`src/core/i2c_stop_regs.vh`:
```
// Register offsets, field positions and reset values for the stop sequencer.
// Assumes a byte-addressed plain register port with 8-bit addresses.
`ifndef I2C_STOP_REGS_VH
`define I2C_STOP_REGS_VH

// ----------------------------------------------------------------------
// Register offsets
// ----------------------------------------------------------------------
`define REG_CONTROL 8'h00
`define REG_BAUD 8'h04
`define REG_BUFFER 8'h08
`define REG_STATUS 8'h0c
`define REG_IRQ_STATUS 8'h10
`define REG_IRQ_MASK 8'h14

// ----------------------------------------------------------------------
// Field positions
// ----------------------------------------------------------------------
`define CTL_STOP_SEQ_ENABLE 0
`define CTL_ACK_SEQ_ENABLE 1
`define CTL_ACK_DATA_VALUE 2
`define STS_STOP_DETECTED 0
`define STS_WRITE_COLLISION 1
`define STS_BUSY 2
`define IRQ_SERIAL_PORT 0
`define IRQ_COLLISION 1

// ----------------------------------------------------------------------
// Reset values
// ----------------------------------------------------------------------
`define BAUD_RESET 8'h04
`define MASK_RESET 2'h0
`define BUFFER_RESET 8'h00

`endif

```
`src/core/baud_counter.v`:
```
// Reload counter that times one baud-rate period of the stop sequencer.
// Assumes a synchronous load pulse from logic on the same clock.
`timescale 1ns/1ps

module baud_counter (
   // Clock and reset.
   input wire clock,
   input wire reset,
   // Control.
   input wire load,
   input wire [7:0] reload,
   // Timeout pulse, one cycle, reload plus one cycles after the load.
   output reg expired
);

   reg [7:0] count_q;
   reg running_q;

   // ----------------------------------------------------------------------
   // Countdown
   // ----------------------------------------------------------------------
   // A new load restarts the period, so a late reload never doubles up.
   always @(posedge clock) begin
      if (reset) begin
         count_q <= 8'h00;
         running_q <= 1'b0;
         expired <= 1'b0;
      end else if (load) begin
         count_q <= reload;
         running_q <= 1'b1;
         expired <= 1'b0;
      end else if (running_q && count_q == 8'h00) begin
         running_q <= 1'b0;
         expired <= 1'b1;
      end else begin
         expired <= 1'b0;
         if (running_q) begin
            count_q <= count_q - 8'h01;
         end
      end
   end

endmodule // baud_counter

```
`src/core/i2c_stop_sequencer.v`:
```
// Master stop-condition and acknowledge sequencer for a two-wire bus,
// with a plain register port and a level interrupt.
// Assumes open-drain pads outside: an enable high pulls the line low, and
// the sampled line levels arrive asynchronously and are synchronised here.
//
// The implementer's own choices: strobed register access and the register addresses.
`timescale 1ns/1ps
`include "i2c_stop_regs.vh"

// Function
// - Buffer write during acknowledge sets collision, dropped
// - Clock held low after ninth clock
// - Stop enable drives data line low first
// - Data sampled low reloads baud counter
// - Counter expiry releases clock line
// - One period later release data line
// - Data high while clock high sets stop
// - Period later clear enable, set interrupt
// - Buffer write during stop sets collision, dropped
// - Acknowledge sequence drives data, clears enable
module i2c_stop_sequencer (
   // Clock and reset.
   input wire clock,
   input wire reset,
   // Register port.
   input wire [7:0] addr,
   input wire [7:0] wdata,
   input wire wr_stb,
   input wire rd_stb,
   output reg [7:0] rdata,
   // Transfer engine: pulse at the ninth falling clock edge of a byte.
   input wire xfer_end,
   // Bus lines, open drain.
   input wire scl_in,
   output reg scl_out,
   output reg scl_oe,
   input wire sda_in,
   output reg sda_out,
   output reg sda_oe,
   // Interrupt, level.
   output reg irq
);

   // ----------------------------------------------------------------------
   // Sequencer states
   // ----------------------------------------------------------------------
   localparam [3:0] ST_IDLE = 4'h0;
   localparam [3:0] ST_ACK_LOW = 4'h1;
   localparam [3:0] ST_ACK_RISE = 4'h2;
   localparam [3:0] ST_ACK_HIGH = 4'h3;
   localparam [3:0] ST_STOP_SDA = 4'h4;
   localparam [3:0] ST_STOP_WAIT = 4'h5;
   localparam [3:0] ST_STOP_SCL = 4'h6;
   localparam [3:0] ST_STOP_REL = 4'h7;
   localparam [3:0] ST_STOP_DET = 4'h8;
   localparam [3:0] ST_STOP_END = 4'h9;

   reg [3:0] state_q;
   reg [3:0] state_d;
   reg stop_seq_enable_q;
   reg ack_seq_enable_q;
   reg ack_data_value_q;
   reg [7:0] baud_q;
   reg [7:0] serial_xfer_buffer_q;
   reg stop_detected_q;
   reg write_collision_flag_q;
   reg [1:0] irq_status_q;
   reg [1:0] irq_mask_q;
   reg hold_clock_q;
   reg scl_meta_q;
   reg scl_sync_q;
   reg sda_meta_q;
   reg sda_sync_q;
   reg load_d;
   reg scl_drive_d;
   reg sda_drive_d;
   reg stop_done_d;
   reg ack_done_d;
   reg stop_seen_d;
   reg [7:0] rdata_d;
   wire expired;
   wire busy;
   wire buf_write;
   wire collision;

   // Register access decode.
   function hit;
      input [7:0] a;
      input [7:0] offset;
      input stb;
      begin
         hit = stb && (a == offset);
      end
   endfunction

   // ----------------------------------------------------------------------
   // Line synchronisers
   // ----------------------------------------------------------------------
   // The lines may change at any time, so each passes two flip-flops.
   always @(posedge clock) begin
      if (reset) begin
         scl_meta_q <= 1'b1;
         scl_sync_q <= 1'b1;
         sda_meta_q <= 1'b1;
         sda_sync_q <= 1'b1;
      end else begin
         scl_meta_q <= scl_in;
         scl_sync_q <= scl_meta_q;
         sda_meta_q <= sda_in;
         sda_sync_q <= sda_meta_q;
      end
   end

   // ----------------------------------------------------------------------
   // Baud-rate period timer
   // ----------------------------------------------------------------------
   baud_counter u_baud (
      .clock(clock),
      .reset(reset),
      .load(load_d),
      .reload(baud_q),
      .expired(expired)
   );

   assign busy = (state_q != ST_IDLE);
   assign buf_write = hit(addr, `REG_BUFFER, wr_stb);
   assign collision = buf_write && busy;

   // ----------------------------------------------------------------------
   // Sequencer next state
   // ----------------------------------------------------------------------
   // Waits on the sampled lines mean that a slave stretching the clock, or
   // another master holding data low, simply delays the step that waits on that line.
   always @* begin
      state_d = state_q;
      load_d = 1'b0;
      scl_drive_d = hold_clock_q;
      sda_drive_d = 1'b0;
      stop_done_d = 1'b0;
      ack_done_d = 1'b0;
      stop_seen_d = 1'b0;
      case (state_q)
         ST_IDLE: begin
            if (ack_seq_enable_q) begin
               state_d = ST_ACK_LOW;
               load_d = 1'b1;
            end else if (stop_seq_enable_q) begin
               state_d = ST_STOP_SDA;
            end
         end
         ST_ACK_LOW: begin
            scl_drive_d = 1'b1;
            sda_drive_d = ~ack_data_value_q;
            if (expired) begin
               state_d = ST_ACK_RISE;
            end
         end
         ST_ACK_RISE: begin
            scl_drive_d = 1'b0;
            sda_drive_d = ~ack_data_value_q;
            if (scl_sync_q) begin
               state_d = ST_ACK_HIGH;
               load_d = 1'b1;
            end
         end
         ST_ACK_HIGH: begin
            scl_drive_d = 1'b0;
            sda_drive_d = ~ack_data_value_q;
            if (expired) begin
               state_d = ST_IDLE;
               scl_drive_d = 1'b1;
               ack_done_d = 1'b1;
            end
         end
         ST_STOP_SDA: begin
            scl_drive_d = 1'b1;
            sda_drive_d = 1'b1;
            if (!sda_sync_q) begin
               state_d = ST_STOP_WAIT;
               load_d = 1'b1;
            end
         end
         ST_STOP_WAIT: begin
            scl_drive_d = 1'b1;
            sda_drive_d = 1'b1;
            if (expired) begin
               state_d = ST_STOP_SCL;
               scl_drive_d = 1'b0;
            end
         end
         ST_STOP_SCL: begin
            scl_drive_d = 1'b0;
            sda_drive_d = 1'b1;
            if (scl_sync_q) begin
               state_d = ST_STOP_REL;
               load_d = 1'b1;
            end
         end
         ST_STOP_REL: begin
            scl_drive_d = 1'b0;
            sda_drive_d = 1'b1;
            if (expired) begin
               state_d = ST_STOP_DET;
               sda_drive_d = 1'b0;
            end
         end
         ST_STOP_DET: begin
            scl_drive_d = 1'b0;
            if (sda_sync_q && scl_sync_q) begin
               state_d = ST_STOP_END;
               load_d = 1'b1;
               stop_seen_d = 1'b1;
            end
         end
         ST_STOP_END: begin
            scl_drive_d = 1'b0;
            if (expired) begin
               state_d = ST_IDLE;
               stop_done_d = 1'b1;
            end
         end
         default: begin
            state_d = ST_IDLE;
         end
      endcase
   end

   // ----------------------------------------------------------------------
   // Sequencer state and line drivers
   // ----------------------------------------------------------------------
   // The pads only ever pull low; a released line rises by its pull-up.
   always @(posedge clock) begin
      if (reset) begin
         state_q <= ST_IDLE;
         scl_oe <= 1'b0;
         sda_oe <= 1'b0;
         scl_out <= 1'b0;
         sda_out <= 1'b0;
      end else begin
         state_q <= state_d;
         scl_oe <= scl_drive_d;
         sda_oe <= sda_drive_d;
         scl_out <= 1'b0;
         sda_out <= 1'b0;
      end
   end

   // ----------------------------------------------------------------------
   // Clock hold after a byte
   // ----------------------------------------------------------------------
   // The hold ends only when the stop sequence lets the clock rise.
   always @(posedge clock) begin
      if (reset) begin
         hold_clock_q <= 1'b0;
      end else if (xfer_end || ack_done_d) begin
         hold_clock_q <= 1'b1;
      end else if (state_q == ST_STOP_WAIT && expired) begin
         hold_clock_q <= 1'b0;
      end
   end

   // ----------------------------------------------------------------------
   // Control register
   // ----------------------------------------------------------------------
   // Hardware clears an enable only when its own sequence finishes; in that
   // cycle the clear overrides a software write of the same enable bit.
   always @(posedge clock) begin
      if (reset) begin
         stop_seq_enable_q <= 1'b0;
         ack_seq_enable_q <= 1'b0;
         ack_data_value_q <= 1'b0;
      end else begin
         if (hit(addr, `REG_CONTROL, wr_stb)) begin
            stop_seq_enable_q <= wdata[`CTL_STOP_SEQ_ENABLE];
            ack_seq_enable_q <= wdata[`CTL_ACK_SEQ_ENABLE];
            ack_data_value_q <= wdata[`CTL_ACK_DATA_VALUE];
         end
         if (stop_done_d) begin
            stop_seq_enable_q <= 1'b0;
         end
         if (ack_done_d) begin
            ack_seq_enable_q <= 1'b0;
         end
      end
   end

   // ----------------------------------------------------------------------
   // Baud reload and transfer buffer
   // ----------------------------------------------------------------------
   // A buffer write while a sequence runs is discarded outright.
   always @(posedge clock) begin
      if (reset) begin
         baud_q <= `BAUD_RESET;
         serial_xfer_buffer_q <= `BUFFER_RESET;
      end else begin
         if (hit(addr, `REG_BAUD, wr_stb)) begin
            baud_q <= wdata;
         end
         if (buf_write && !busy) begin
            serial_xfer_buffer_q <= wdata;
         end
      end
   end

   // ----------------------------------------------------------------------
   // Status flags
   // ----------------------------------------------------------------------
   // Writing a one clears a flag, but a new event in the same cycle wins.
   always @(posedge clock) begin
      if (reset) begin
         stop_detected_q <= 1'b0;
         write_collision_flag_q <= 1'b0;
      end else begin
         if (stop_seen_d) begin
            stop_detected_q <= 1'b1;
         end else if (hit(addr, `REG_STATUS, wr_stb) &&
                      wdata[`STS_STOP_DETECTED]) begin
            stop_detected_q <= 1'b0;
         end
         if (collision) begin
            write_collision_flag_q <= 1'b1;
         end else if (hit(addr, `REG_STATUS, wr_stb) &&
                      wdata[`STS_WRITE_COLLISION]) begin
            write_collision_flag_q <= 1'b0;
         end
      end
   end

   // ----------------------------------------------------------------------
   // Interrupt status, mask and output
   // ----------------------------------------------------------------------
   always @(posedge clock) begin
      if (reset) begin
         irq_status_q <= 2'h0;
         irq_mask_q <= `MASK_RESET;
         irq <= 1'b0;
      end else begin
         if (hit(addr, `REG_IRQ_MASK, wr_stb)) begin
            irq_mask_q <= wdata[1:0];
         end
         if (stop_done_d) begin
            irq_status_q[`IRQ_SERIAL_PORT] <= 1'b1;
         end else if (hit(addr, `REG_IRQ_STATUS, wr_stb) &&
                      wdata[`IRQ_SERIAL_PORT]) begin
            irq_status_q[`IRQ_SERIAL_PORT] <= 1'b0;
         end
         if (collision) begin
            irq_status_q[`IRQ_COLLISION] <= 1'b1;
         end else if (hit(addr, `REG_IRQ_STATUS, wr_stb) &&
                      wdata[`IRQ_COLLISION]) begin
            irq_status_q[`IRQ_COLLISION] <= 1'b0;
         end
         // One cycle behind the status bits, so the output is a flop.
         irq <= |(irq_status_q & irq_mask_q);
      end
   end

   // ----------------------------------------------------------------------
   // Read data
   // ----------------------------------------------------------------------
   // Unmapped addresses read as zero; read data stand one cycle only.
   always @* begin
      rdata_d = 8'h00;
      case (addr)
         `REG_CONTROL: begin
            rdata_d = {5'h00, ack_data_value_q, ack_seq_enable_q,
                       stop_seq_enable_q};
         end
         `REG_BAUD: begin
            rdata_d = baud_q;
         end
         `REG_BUFFER: begin
            rdata_d = serial_xfer_buffer_q;
         end
         `REG_STATUS: begin
            rdata_d = {5'h00, busy, write_collision_flag_q, stop_detected_q};
         end
         `REG_IRQ_STATUS: begin
            rdata_d = {6'h00, irq_status_q};
         end
         `REG_IRQ_MASK: begin
            rdata_d = {6'h00, irq_mask_q};
         end
         default: begin
            rdata_d = 8'h00;
         end
      endcase
   end

   always @(posedge clock) begin
      if (reset) begin
         rdata <= 8'h00;
      end else if (rd_stb) begin
         rdata <= rdata_d;
      end else begin
         rdata <= 8'h00;
      end
   end

endmodule // i2c_stop_sequencer

```
`config.mk`:
```
export PLATFORM = sky130hd
export DESIGN_NAME = i2c_stop_sequencer
export DESIGN_NICKNAME = d
export VERILOG_FILES = /design/src/core/baud_counter.v /design/src/core/i2c_stop_sequencer.v
export VERILOG_INCLUDE_DIRS = /design/src /design/src/core
export SDC_FILE = /design/constraint.sdc
export NUM_CORES = 1
export LEC_CHECK = 0
export BUFFER_PORTS_ARGS = -buffer_cell sky130_fd_sc_hd__buf_2
export CORE_UTILIZATION = 61
export DETAILED_ROUTE_END_ITERATION = 7
export HOLD_SLACK_MARGIN = 0.08
export PLACE_DENSITY = 0.84
export SKIP_CTS_REPAIR_TIMING = 1
export SYNTH_ARGS = -nofsm -noshare
export SYNTH_HDL_FRONTEND = slang
export SYNTH_HIERARCHICAL = 1
export SYNTH_SLANG_ARGS = --single-unit
```
`constraint.sdc`:
```
create_clock -name clock -period 2.8 [get_ports clock]
set_input_delay 0.56 -clock clock [delete_from_list [all_inputs] [get_ports clock]]
set_output_delay 0.56 -clock clock [all_outputs]
set_load 0.02 [all_outputs]
```
; Word-level counts from Yosys, hierarchy flattened
; Index checks and enable logic that the tools add are counted.
; Widths: inputs -> output; s select.
[classes]
n_addsub = 1
eq_ne = 24
mux = 40
bitwise_logic = 3
n_reduce_logical = 41
[ops]
columns = op, n
row1 = $pmux 8 s6, 1
row2 = $mux 4, 10
row3 = $pmux 4 s9, 1
row4 = $mux 8, 3
row5 = $mux 1, 22
row6 = $eq 4x3->1 const B, 4
row7 = $eq 8x4->1 const B, 2
row8 = $eq 8x5->1 const B, 2
row9 = $logic_not 8->1, 2
row10 = $reduce_or 2->1, 8
row11 = $logic_and 1x1->1, 15
row12 = $reduce_bool 2->1, 7
row13 = $ne 2x2->1 const B, 5
row14 = $reduce_and 9->1, 1
row15 = $eq 4x2->1 const B, 2
row16 = $eq 4x4->1 const B, 2
row17 = $eq 8x3->1 const B, 1
row18 = $ne 2x1->1 const B, 4
row19 = $pmux 1 s4, 2
row20 = $sub 8x1->8 const B, 1
row21 = $reduce_or 3->1, 2
row22 = $reduce_or 5->1, 1
row23 = $eq 4x1->1 const B, 1
row24 = $logic_not 4->1, 1
row25 = 8 further kinds, 9
[totals]
reg_bits = 55
inputBits = 23
output_inout_bits = 13
word_cells = 132

; Depth between registers and ports, before layout
[depth]
ltp_word = 5
mapped_depth = 9
mapped_depth_nobuf = 6

; Modules after synthesis
; Netlist, hierarchy kept.
[by_module_without_submodules]
columns = mod, n_inst, cells_each, area_per_inst_um2, seq_area_each_um2
row1 = i2c_stop_sequencer, 1, 221, 2018.2, 900.9
row2 = baud_counter, 1, 71, 596.8, 200.2

; Worst setup path after synthesis
; No wires, ideal clock.
[synth_timing]
path_kind = register to register
from = register state_q[1]
to = register u_baud.count_q[2]
setup_ns = 0.095
arrival_ns = 1.791
required_time_ns = 2.705
path_slack_ns = 0.914
stages_incl_launch_ff = 8
n_path_buf = 2
synth_period_minus_slack_ns = 1.886
path_cell_list = dfxtp_1 buf_2 nor2b_1 a21oi_1 o31ai_1 clkbuf_1 a21oi_1 a221oi_1
[synth_via]
elab_chain_len = 5
word_cells_on_any_way = 11
classes_between = eq/ne (5) / mux (2) / reduce/logical (4)
[synth_rtl]
columns = item, line
row1 = "start, declared", i2c_stop_sequencer.v:58  ; reg [3:0] state_q;
row2 = "start signal, assigned", i2c_stop_sequencer.v:240  ; state_q <= state_d;
row3 = $eq 4x3->1 / $eq 4x2->1 (equally long branches), i2c_stop_sequencer.v:142  ; case (state_q)
row4 = $reduce_or 2->1 (no source line), -
row5 = $pmux 1 s4 *, i2c_stop_sequencer.v:142
row6 = via load_d, i2c_stop_sequencer.v:74  ; reg load_d;
row7 = $ne 2x2->1 (no source line) / $reduce_bool 2->1 (equally long branches), -
row8 = $reduce_and 2->1 (no source line), -
row9 = "end signal, assigned", baud_counter.v:29  ; count_q <= reload;
row10 = "end signal, assigned", baud_counter.v:38  ; count_q <= count_q - 8'h01;
row11 = "end, declared", baud_counter.v:16  ; reg [7:0] count_q;
; Mark *: on every way through the listed nets, which the timed path passes. The rest lies on a longest branch.
; A chain may end at the register's enable or synchronous reset.

; Final worst setup path
[layout_timing]
from = register state_q[3]
to = register u_baud.count_q[5]
; The elaborated chain is that of the path after synthesis.

==> run metrics <==
Crit Reg-Reg Startpoint=state_q[3]; # IOs=36; Synth area leader=dfxtp_1; Die Wd=67.5 um; Routed WL=5610 um; CTS tree=yes; r2r worst-path depth=7; sw power=627 uW; Worst path max stage delay=about 0.69 ns; largest net degree at the start of global routing=54; Setup crit start kind=register; WS Path Type=register to register; grt ovf=0; DR WL/cell=15.1 um; # DRC=0; crit path from=state_q[3]; Antenna Nets Post-Route=0; Final Hold Fails=0; Clock Sinks=between 50 and 60; GPL Wtd Cong=~0.83; Non-Filler Instances=around 370; CTS buffer count=5; die area=4550 um^2; worst reg2reg path endpoint=u_baud/count_q[5]; GR peak layer=met2; Peak Freq=about 470 MHz; first-pass GRT wire length=around 9000 um; Final nets=346; vias in the first global route=1,965; sequential share of power=49.3%; reg2reg setup slack=0.68 ns; IO Port Bufs=33; top cell type's share of synthesized area=42.1%; Synth Flop Type=dfxtp_1; Sw Share=33.8%; clock skew=about 0.0083 ns; drt pass-1 iters=5; Max IR drop VDD=0.000382 V; layout cells sized above 1=18.6%; CP most frequent cell=a2111oi_0; met1 Resource Use GR=34.6%; syn avg cell area=between 8 and 9 um^2; initial antenna violation count=0; deepest clock path buffer count=2; setup violators final=0; Ys Warns=6; post-synthesis register bit count=between 50 and 60; unrepaired setup endpoints after global routing=false; Layout area overhead=10.9%; Cell variety after synth=54; Worst Setup EP=u_baud/count_q[5]; Largest delay share family, worst path=compound AO/OA/AOI/OAI gates; core area=4060 um^2; crit share post-route=75.6%; hpwl dp=3830 um; commonest non-fill, non-tap cell in the layout=dfxtp_1; Max-Cap Viols=0; Worst Path Required=3.00 ns; all-layer global routing usage=a little over a quarter; async set-reset flop share out of synthesis=0%; Leak=~1.2 nW; DP Cell Count=364; critical path, cell by cell=nor2b_1 > a21oi_1 > o31ai_1 > buf_4 > nand2b_1 > a2111oi_0 > a2111oi_0; initial core utilization=64.4%; met3 Use GR=6.59%; EDFF count, synth=0; Sum Neg Setup Slack=0 ns; clock power share=between 20% and 30%; worst hold-check path type=input pin to register; met2 Resource Use GR=42.9%; H-tree Lvls=2; root buf cell=clkbuf_8; synth top area cells=dfxtp_1 (42%), mux2i_1 (8.8%), nor2_1 (6.7%); row cnt=23; crit path max fanout=18; Vias per Instance=a little over 6; DR vias=between 2,000 and 2,500; Crit path depth=7; internal power=1.23 mW; CP Capture Type=register; fin. max-slew vios=0; status=finished clean; Worst EP arrival=2.31 ns; Initial DRC Count=227; fin crit period=roughly 2.1 ns; Die Ht=67.5 um; worst-margin pin slew=0.900 ns; critical path's slowest cell=dfxtp_1; Reg clk slew, reported paths=0.11 ns; Power Total=1.86 mW; fillers=318; Worst-Skew Late Latency=0.31 ns; Comb power frac=25.5%; WP buf/inv=1; pwr/cell area=about 640 nW/um^2; cell area after synthesis=approximately 2600 um^2; sequential share of the synthesized area=42.1%; ant diodes=0; Post-Synthesis Cells=292; relative slew slack=40.0%; commonest non-fill, non-tap cells in the layout=dfxtp_1 (55), nor2_1 (47), buf_2 (33)
[Yosys cell counts (4+ instances only)]
master and count:
o21ai_0 8, dfxtp_1 55, or4_1 4, nor3_1 11, clkbuf_1 9, nand2b_1 4, nand3_1 4, nand4_1 5
or2_2 5, a22oi_1 7, nand2_1 10, nor2b_1 8, buf_2 5, a211o_1 4, nor2_1 47, inv_1 9
a21oi_1 20, mux2i_1 23
[worst register-to-register path: cells and delay by family (launching register included)]
| family | cells | cell delay [ns] |
|---|---|---|
| buffers and inverters | 1 | 0.24 |
| and+or+nand+nor | 2 | 0.37 |
| DFF | 1 | 0.69 |
| AOI/OAI and AO/OA | 4 | 0.71 |
[per-layer routing]
| metal | vias up | routed length, um |
|---|---|---|
| li1 | 1117 | - |
| met1 | 1067 | 2540 |
| met2 | 80 | 2700 |
| met3 | 8 | 299 |
| met4 | 0 | 67 |
| met5 | - | 0 |
[power groups by stage]
stage | clock network, mW | logic [mW] | registers [mW]
2_1_floorplan | 0 | 0.355 | 0.907
3_3_place_gp | 0 | 0.452 | 0.927
3_5_place_dp | 0 | 0.463 | 0.930
4_1_cts | 0.477 | 0.467 | 0.913
5_1_grt | 0.508 | 0.522 | 0.928
6_report | 0.467 | 0.474 | 0.916
[through the flow]
stage | utilization, % | hold slack, ns | instance area, um^2 | setup slack (ns)
finish | 71.4 | 0.417 | 2900 | 0.682
global route | 71.4 | 0.402 | 2900 | 0.480
CTS | 71.4 | 0.406 | 2900 | 0.736
detailed placement | 69.1 | 0.399 | 2800 | 0.704
global placement | 69.1 | 0.392 | 2800 | 0.780
floorplan | - | 0.389 | 2620 | 0.914
[flip-flops by register name, summed over array words and instances (netlist names), 2 cells and up]
name and flops:
baud_q 8, irq_mask_q 2, irq_status_q 2, rdata 8, serial_xfer_buffer_q 8, state_q 4, u_baud/count_q 8
[how the worst min path moves through the flow]
| stage | start | depth (start not counted) | to | slack (ns) |
|---|---|---|---|---|
| floorplan | scl_meta_q | 1 | scl_sync_q | 0.39 |
| global placement | scl_meta_q | 1 | scl_sync_q | 0.39 |
| detailed placement | sda_meta_q | 1 | sda_sync_q | 0.40 |
| CTS | scl_in | 2 | scl_meta_q | 0.41 |
| global route | scl_in | 2 | scl_meta_q | 0.40 |
| finish | scl_in | 2 | scl_meta_q | 0.42 |
[kinds of logic (layout without fill, tap and decap cells)]
group	count (synthesis)	in the layout	share of synthesized area [%]
compound gates	63	63	16.3
xor+xnor	1	1	0.335
fa+ha+maj	2	2	0.957
buf+inv	25	54	4.11
flops	55	55	42.1
mux	25	25	10.1
other cells	1	2	0.143
simple gates	120	120	25.9
[area by class of cell]
type                    count  area, um^2  share of cell area (%)
inverters                   9        33.8                    1.17
clock inverters             3        27.5                   0.950
multi-input cells         213        1410                    48.6
well taps                  50        62.6                    2.16
clock buffers               5        68.8                    2.37
flip-flops and latches     55        1100                    38.0
repair buffers             37         195                    6.73
Note: power is estimated with default switching activity, not from simulation.
